File: config.mk
export PLATFORM = sky130hd
export DESIGN_NAME = pes_status_bank
export DESIGN_NICKNAME = d
export VERILOG_FILES = /design/src/hdl/pes_pkg.sv /design/src/hdl/pes_status_bank.sv
export SDC_FILE = /design/constraint.sdc
export NUM_CORES = 1
export LEC_CHECK = 0
export ABC_AREA = 1
export BUFFER_PORTS_ARGS = -buffer_cell sky130_fd_sc_hd__buf_2
export CORE_UTILIZATION = 58
export DETAILED_ROUTE_END_ITERATION = 16
export PLACE_DENSITY = 0.92
export SETUP_SLACK_MARGIN = 0.3
export SKIP_CTS_REPAIR_TIMING = 1
export SLEW_MARGIN = 20
export SYNTH_ARGS = -nofsm -noshare
export SYNTH_HDL_FRONTEND = slang
export SYNTH_SLANG_ARGS = --single-unit
File: constraint.sdc
create_clock -name core_clk -period 2.4 [get_ports core_clk]
set_input_delay 0.24 -clock core_clk [delete_from_list [all_inputs] [get_ports core_clk]]
set_output_delay 0.24 -clock core_clk [all_outputs]
set_load 0.005 [all_outputs]
File: src/hdl/pes_pkg.sv
package pes_pkg;
	localparam int          STS_W        = 16;
	localparam logic [15:0] STS_RESET    = 16'h0000;
	localparam int          BIT_TMR      = 0;
	localparam int          BIT_BM       = 4;
	localparam int          BIT_GBL      = 5;
	localparam int          BIT_PWR      = 8;
	localparam int          BIT_SLP      = 9;
	localparam int          BIT_RTC      = 10;
	localparam int          BIT_WAK      = 15;
	// bits that can ever hold a one; reserved and ignored bits excluded
	localparam logic [15:0] STS_DEFINED  = 16'h8731;
	localparam logic [1:0]  ADDR_ALIGN   = 2'h0;
	localparam int          OVERRIDE_MS  = 4000;
	localparam int          CLK_KHZ      = 25000;
	localparam int          OVERRIDE_CYC = OVERRIDE_MS * CLK_KHZ + 1;

	typedef enum logic [2:0] {
		PES_WORK  = 3'h1,
		PES_SLEEP = 3'h2,
		PES_OFF   = 3'h4
	} pes_pstate_t;

	// sleep depth; S4 gets special alarm handling
	typedef enum logic [1:0] {
		PES_S1S3 = 2'h0,
		PES_S4   = 2'h1
	} pes_depth_t;

	typedef struct packed {
		logic tmr;
		logic gbl;
		logic pwr;
		logic slp;
		logic rtc;
	} pes_en_t;

	typedef struct packed {
		logic [15:0] sts;
		logic        msb_q;
		logic [31:0] hold_cnt;
		logic        pwr_q;
		logic [15:0] rdata;
	} pes_state_t;
endpackage

File: src/hdl/pes_status_bank.sv
module pes_status_bank #(
	parameter logic [15:0] IO_BASE      = 16'h0400,
	parameter logic [15:0] IMPL_MASK    = 16'h8731,
	parameter int          OVERRIDE_CNT = pes_pkg::OVERRIDE_CYC
) (
	// clock and reset
	input  wire logic               core_clk,
	input  wire logic               rst,
	// system i/o access
	input  wire logic [15:0]        io_addr,
	input  wire logic               io_rd,
	input  wire logic               io_wr,
	input  wire logic [1:0]         io_be,
	input  wire logic [15:0]        io_wdata,
	output logic      [15:0]        io_rdata,
	// enables from the enable register
	input  wire pes_pkg::pes_en_t   enables,
	// power state and capability
	input  wire pes_pkg::pes_pstate_t pstate,
	input  wire pes_pkg::pes_depth_t  depth,
	input  wire logic               deep_sleep_alarm_capability,
	// event sources
	input  wire logic               counter_msb,
	input  wire logic               bus_request,
	input  wire logic               firmware_trigger,
	input  wire logic               power_button,
	input  wire logic               sleep_button,
	input  wire logic               alarm_request,
	// outputs
	output logic                    power_mgmt_interrupt,
	output logic                    wake_request,
	output logic                    force_soft_off
);
	import pes_pkg::*;

	pes_state_t s_reg;
	pes_state_t s_next;
	logic       sel;
	logic [15:0] wmask;
	logic [15:0] set_v;
	logic       asleep;
	logic       pwr_press;
	logic       wake_ev;
	logic       over;

	////////////////////////////////////////////////////////////////
	// decode: word-aligned base, byte or word lanes
	assign sel    = (io_addr[15:2] == IO_BASE[15:2]) && (io_addr[1:0] == ADDR_ALIGN);
	assign wmask  = {{8{io_be[1]}}, {8{io_be[0]}}};
	assign asleep = (pstate != PES_WORK);
	assign pwr_press = power_button && !s_reg.pwr_q;
	// power button always wakes, sleep button only when enabled
	assign wake_ev = asleep && (pwr_press
		|| (sleep_button && enables.slp)
		|| (alarm_request && enables.rtc));
	assign over = power_button && (s_reg.hold_cnt >= 32'(OVERRIDE_CNT));

	////////////////////////////////////////////////////////////////
	// next state; a set arriving with a clear wins
	always_comb begin
		s_next = s_reg;
		set_v = 16'h0000;
		set_v[BIT_TMR] = counter_msb ^ s_reg.msb_q;
		set_v[BIT_BM]  = bus_request;
		set_v[BIT_GBL] = firmware_trigger;
		set_v[BIT_PWR] = pwr_press;
		set_v[BIT_SLP] = sleep_button;
		// alarm from S4 flags only when capability declared
		set_v[BIT_RTC] = alarm_request && !(asleep && depth == PES_S4
			&& !deep_sleep_alarm_capability);
		set_v[BIT_WAK] = wake_ev;
		s_next.msb_q = counter_msb;
		s_next.pwr_q = power_button;
		s_next.hold_cnt = power_button ? ((s_reg.hold_cnt == 32'hFFFFFFFF)
			? s_reg.hold_cnt : s_reg.hold_cnt + 32'h1) : 32'h0;
		if (io_wr && sel) begin
			s_next.sts = s_reg.sts & ~(io_wdata & wmask);
		end
		s_next.sts = (s_next.sts | set_v) & IMPL_MASK & STS_DEFINED;
		if (over) begin
			s_next.sts[BIT_PWR] = 1'b0;
		end
		s_next.rdata = (io_rd && sel) ? (s_reg.sts & wmask) : 16'h0000;
		if (rst) begin
			s_next = '0;
			s_next.sts = STS_RESET;
		end
	end

	always_ff @(posedge core_clk) begin
		s_reg <= s_next;
	end

	////////////////////////////////////////////////////////////////
	// outputs: enabled flags gate one level interrupt, power and sleep button flags only while working
	assign power_mgmt_interrupt = (s_reg.sts[BIT_TMR] && enables.tmr)
		|| (s_reg.sts[BIT_GBL] && enables.gbl)
		|| (!asleep && s_reg.sts[BIT_PWR] && enables.pwr)
		|| (!asleep && s_reg.sts[BIT_SLP] && enables.slp)
		|| (s_reg.sts[BIT_RTC] && enables.rtc);
	assign wake_request   = s_reg.sts[BIT_WAK] && asleep;
	assign force_soft_off = over;
	assign io_rdata       = s_reg.rdata;

	////////////////////////////////////////////////////////////////
	// checks
	property p_reserved_zero;
		@(posedge core_clk) disable iff (rst) (s_reg.sts & ~STS_DEFINED) == 16'h0000;
	endproperty
	a_reserved_zero: assert property (p_reserved_zero) else $error("reserved bit set");

	property p_tmr_toggle;
		@(posedge core_clk) disable iff (rst)
			(counter_msb != s_reg.msb_q) && IMPL_MASK[BIT_TMR] |=> s_reg.sts[BIT_TMR];
	endproperty
	a_tmr_toggle: assert property (p_tmr_toggle) else $error("timer flag missed");

	property p_bm_hold;
		@(posedge core_clk) disable iff (rst)
			s_reg.sts[BIT_BM] && !(io_wr && sel && io_wdata[BIT_BM] && io_be[0])
			|=> s_reg.sts[BIT_BM];
	endproperty
	a_bm_hold: assert property (p_bm_hold) else $error("bus master flag lost");

	property p_w1c;
		@(posedge core_clk) disable iff (rst)
			io_wr && sel && io_be[1] && io_wdata[BIT_RTC] && !alarm_request
			|=> !s_reg.sts[BIT_RTC];
	endproperty
	a_w1c: assert property (p_w1c) else $error("alarm flag not cleared");

	property p_other_block;
		@(posedge core_clk) disable iff (rst) (s_reg.sts & ~IMPL_MASK) == 16'h0000;
	endproperty
	a_other_block: assert property (p_other_block) else $error("foreign bit set");

	property p_irq_tmr;
		@(posedge core_clk) disable iff (rst)
			s_reg.sts[BIT_TMR] && enables.tmr |-> power_mgmt_interrupt;
	endproperty
	a_irq_tmr: assert property (p_irq_tmr) else $error("timer interrupt missing");

	property p_irq_gbl;
		@(posedge core_clk) disable iff (rst)
			firmware_trigger && enables.gbl && IMPL_MASK[BIT_GBL] |=> power_mgmt_interrupt;
	endproperty
	a_irq_gbl: assert property (p_irq_gbl) else $error("attention interrupt missing");

	property p_override;
		@(posedge core_clk) disable iff (rst) force_soft_off |=> !s_reg.sts[BIT_PWR];
	endproperty
	a_override: assert property (p_override) else $error("override left flag");

	property p_pwr_wake;
		@(posedge core_clk) disable iff (rst)
			asleep && pwr_press && (IMPL_MASK[BIT_WAK] && IMPL_MASK[BIT_PWR])
			|=> s_reg.sts[BIT_WAK] && s_reg.sts[BIT_PWR];
	endproperty
	a_pwr_wake: assert property (p_pwr_wake) else $error("power button wake lost");

	property p_slp_nowake;
		@(posedge core_clk) disable iff (rst)
			asleep && !s_reg.sts[BIT_WAK] && !enables.slp && !enables.rtc && !pwr_press
			&& !io_wr |=> !s_reg.sts[BIT_WAK];
	endproperty
	a_slp_nowake: assert property (p_slp_nowake) else $error("spurious wake");
endmodule

# Yosys cells after proc, flatten, opt, wreduce, memory -nomap -nowiden
# Cells that the tools add are included.
# word_totals
regBits	66
in_bits	55
out_inout_bits	19
wordCells	55
# op_classes
add_sub_neg	1
n_lt_le_gt_ge	1
n_eq_ne	4
mux	1
bitwise_logic	8
n_reduce_logical	33
# op_table
cell	count
$and A16 B16 Y16	3
$add A32 B1 Y32 const B	1
$eq A32 B32 Y1 const B	1
$ge A32 B27 Y1 const B	1
$logic_and A1 B1 Y1	19
$mux W16	1
$not A16 Y16	1
$or A16 B16 Y16	1
$eq A14 B9 Y1 const B	1
$logic_or A1 B1 Y1	6
$reduce_or A2 Y1	3
$logic_not A1 Y1	4
$ne A3 B1 Y1 const B	1
$eq A2 B1 Y1 const B	1
$logic_not A2 Y1	1
$not A1 Y1	2
$xor A1 B1 Y1	1

# Longest topological paths before layout
# depth
ltp_word	7
ltp_mapped	11
mapped_depth_nobuf	11

# Worst setup path before layout
# No wires, ideal clock.
# synth_path
path_type	register -> register
startpoint	register s_reg[17] (netlist name)
endpoint	register s_reg[17] (netlist name)
setup_time_ns	0.144
arrival_ns	1.452
required_ns	2.256
setup_slack_ns	0.804
path_stages_with_launch	10
path_buffers	1
synth_period_minus_slack_ns	1.596
cell_sequence	dfxtp_1 > ha_1 > inv_2 > nor2_4 > nand2_4 > nor2_4 > nand2_4 > buf_6 > nand2_1 > a21oi_1
# synth_via
elab_chain_cells	1
elab_cells_between_ends	2
cone_classes	1 x add/sub; 1 x eq/ne
# synth_lines
item	line	source
start: declaration	pes_status_bank.sv:36	pes_state_t s_reg;
start signal: assignment	pes_status_bank.sv:91	s_reg <= s_next;
$add A32 B1 Y32 / $eq A32 B32 Y1 (equally long branches)	pes_status_bank.sv:75, pes_status_bank.sv:74	
# Parallel ways exist; a longest one is shown, timed or not.
# A chain may end at the register's enable or synchronous reset.

# Worst setup path after layout
# layout_path
startpoint	register s_reg[17] (netlist name)
endpoint	output force_soft_off
# layout_via
elab_chain_cells	2
# layout_lines
item	line	source
$ge A32 B27 Y1	pes_status_bank.sv:56	assign over = power_button && (s_reg.hold_cnt >= 32'(OVERRIDE_CNT));
$logic_and A1 B1 Y1	pes_status_bank.sv:56	
end: declaration	pes_status_bank.sv:32	output logic force_soft_off
# Every way passes these cells.

==> key figures <==
Synthesis
  – Syn Area/Cell: between 6 and 7 um^2
  – Yosys cell types: 28
  – Post-synth top area cell: dfxtp_1
  – Yosys top cell area share: 0.3247
  – Seq/Total Area, Yosys: 0.3247
  – Synth Cell Area: just under 0.003 mm^2
  – Synth area leaders: dfxtp_1 32%, nand2_1 20%, nor2_1 9.9%, inv_1 8.5%, nand3_1 5.8%
  – Async S/R FF share, synth: 0
  – EDFF count, synth: 0
  – Synth Warn #: 0
  – #FFs+latches synth: 48
  – Commonest cells post-synth: 160 x nand2_1, 78 x nor2_1, 67 x inv_1
  – Syn Inst Count: 480
  – Most used DFF post-synth: dfxtp_1
  – Top-count cell post-synth: nand2_1

Job
  – Max-cap violation count: 0

GRT
  – Initial antenna violation count: 0
  – First-pass GRT wire length: between 10 and 15 mm
  – Total grt overflow: 0
  – Vias in the first global route: 2738
  – GRT Total Usage: 0.2704
  – Maximum number of pins on one net before global-route repair: 32

Critical path
  – Slowest CP cell: dfxtp_2
  – Startpoint types: flip-flop
  – Critical Path RT: between 2000 and 2500 ps
  – Worst EP arrival: 1700 ps
  – Worst-path maximum fanout: 7
  – Critical path cell sequence: inv_2, ha_1, nand2_1, nor2_1, nand2_1, nand2_1, nand2_1, nand2_1, a21oi_1, buf_2
  – Most used cell along the critical path: nand2_1
  – Critical path's largest stage delay: ~410 ps
  – Crit. End Element: output port
  – Crit path kind: reg -> out

Floorplan
  – Std cell rows: 25
  – Die ar.: roughly 0.0054 mm^2
  – DIE HEIGHT: about 73 um
  – Core ar.: about 0.0048 mm^2
  – Die extent in x: between 70 and 80 um
  – Io pins: between 70 and 80
  – Starting Density: 0.6143

Pwr
  – Switching power: between 300 and 400 uW
  – PD cells: roughly 430 mW/mm^2
  – Pint: 1065 uW
  – Worst vdd rail ir drop: between 0.0002 and 0.0003 V
  – Flop pwr share: 0.578
  – Clock Power Share: 0.346
  – Total power: ~1400 uW
  – Sw Ratio: 0.2490
  – Combinational power share: 0.077
  – Leakage: around 0.0015 uW

Route
  – DR vias: 2982
  – WL per Instance: about 12 um
  – 1st-iter DRT viols: between 200 and 250
  – Post-Route M1 WL: around 2.9 mm
  – Top Layer Used: met4
  – # DRC: 0
  – Vias per cell: between 5 and 6
  – Post-route antenna net violation count: 0
  – Pre-antenna DRT Iters: 4
  – Met2 wire len: about 3.5 mm
  – Post-Route WL: 6.899 mm
  – WL met3: around 340 um

STA
  – Final Hold Vio Count: 0
  – Period utilisation layout: 0.8079
  – Max Clk Rate: approximately 520 MHz
  – Fin crit period: about 1900 ps
  – Setup-failing EPs final: 0
  – Worst slew margin: 0.6213
  – Worst Tran Pin Value: ~570 ps
  – Setup TNS: 0 ps
  – Unrepaired setup endpoints after global routing: false
  – Slew Viols, Final: 0
  – Final WS setup: 461.1 ps
  – Layout Skew: between 9 and 10 ps

Final layout
  – Layout Cells excl Fill: roughly 600
  – ANT cells: 0
  – Layout cells sized above 1: 0.1645
  – Fin area: 0.003277 mm^2
  – Number of fillers in the final layout: roughly 430
  – Area growth, synth to finish: 10.74%
  – Max reg flops: just over 40
  – Nets: a little under 600

Clock network
  – H-Tree Depth: 2
  – CTS Sinks: 48
  – Clock slew at the register clock pins of the worst setup and hold paths: roughly 100 ps
  – Clock latency at the later pin of the worst-skew pair: 310 ps
  – CTS tree: done
  – Root Driver: clkbuf_8
  – Maximum root-to-sink buffer count: 2
  – CTS Buf Count: 5

Placed design
  – Gp weighted congestion: just over 0.9
  – Placed cell area: ~0.0032 mm^2
  – DP HPWL: roughly 5.5 mm
  – DP Cell Count: just under 600
  – I/O Buffers: 55
  – Pre-CTS setup slack: about 430 ps

Outcome
  – Status: completed

Min path
  – Hold Path Class: in -> reg
==> critical path: cells and delay by family (launching register included) <==
family	cells	cell delay, ps
adder cells (fa/ha/maj)	1	200
AND/OR/NAND/NOR	6	360
AO/OA/AOI/OAI	1	190
buffers and inverters	2	250
flip-flops	1	410
==> through the flow <==
step	hold WS (ps)	utilization
floorplan	347.0	-
global placement	422.7	0.6608
detailed placement	418.4	0.6608
CTS	158.0	0.6800
global route	158.3	0.6803
finish	155.9	0.6803
==> cells in the final DEF (no fill, tap or decap), types with 3 or more instances in the layout <==
cell | Yosys | routed
nand2_1 | 160 | 160
nor2_2 | 5 | 5
a31oi_1 | 4 | 4
a21oi_1 | 9 | 9
conb_1 | 1 | 9
inv_1 | 67 | 67
nor2_1 | 78 | 78
dfxtp_1 | 48 | 47
clkbuf_8 | 0 | 5
xnor2_1 | 4 | 4
nor2_4 | 3 | 3
nand3b_1 | 7 | 7
nand4_1 | 4 | 4
xor2_1 | 5 | 5
nand3_1 | 34 | 34
a21oi_2 | 6 | 6
ha_1 | 3 | 3
o21ai_0 | 9 | 9
buf_2 | 3 | 55
==> power by group through the flow <==
stage | Sequential [uW] | Clock (uW) | Combinational (uW)
floorplan | 834 | 0 | 66.5
global placement | 836 | 0 | 103
detailed placement | 837 | 0 | 108
CTS | 819 | 500 | 109
global route | 821 | 531 | 124
finish | 820 | 490 | 109
==> metal layers <==
metal	GRT usage	vias to the layer above
met1	0.3134	1331
li1	-	1541
met5	0	-
met4	0.1068	0
met2	0.4959	92
met3	0.04252	18
==> cell type report <==
type | instances | area (um^2) | share of cell area
multi-input combinational | 348 | 1597 | 0.4872
inverter | 69 | 259.0 | 0.07904
timing repair buffer | 56 | 282.8 | 0.08629
sequential | 48 | 962.2 | 0.2936
tap | 67 | 83.83 | 0.02558
clock inverter | 3 | 23.77 | 0.007255
clock buffer | 5 | 68.82 | 0.02100
==> final timing paths <==
path / start / endpoint / slack (ps) / cells past startpoint
worst max-delay path: s_reg[17] / force_soft_off / 460 / 10
worst min-delay path: firmware_trigger / s_reg[55] / 160 / 3
worst max register to register: s_reg[17] / s_reg[17] / 480 / 8
worst min register to register: s_reg[54] / io_rdata[4] / 440 / 2
==> kinds of logic after synthesis <==
| logic type | Yosys count | share of synthesized area |
|---|---|---|
| compound gates | 30 | 0.06511 |
| xor+xnor | 9 | 0.02664 |
| fa+ha+maj | 3 | 0.01269 |
| buf+inv | 92 | 0.1459 |
| flops | 48 | 0.3247 |
| other cells | 1 | 0.001267 |
| simple gates | 297 | 0.4237 |
Power figures use the tool's default switching activity.
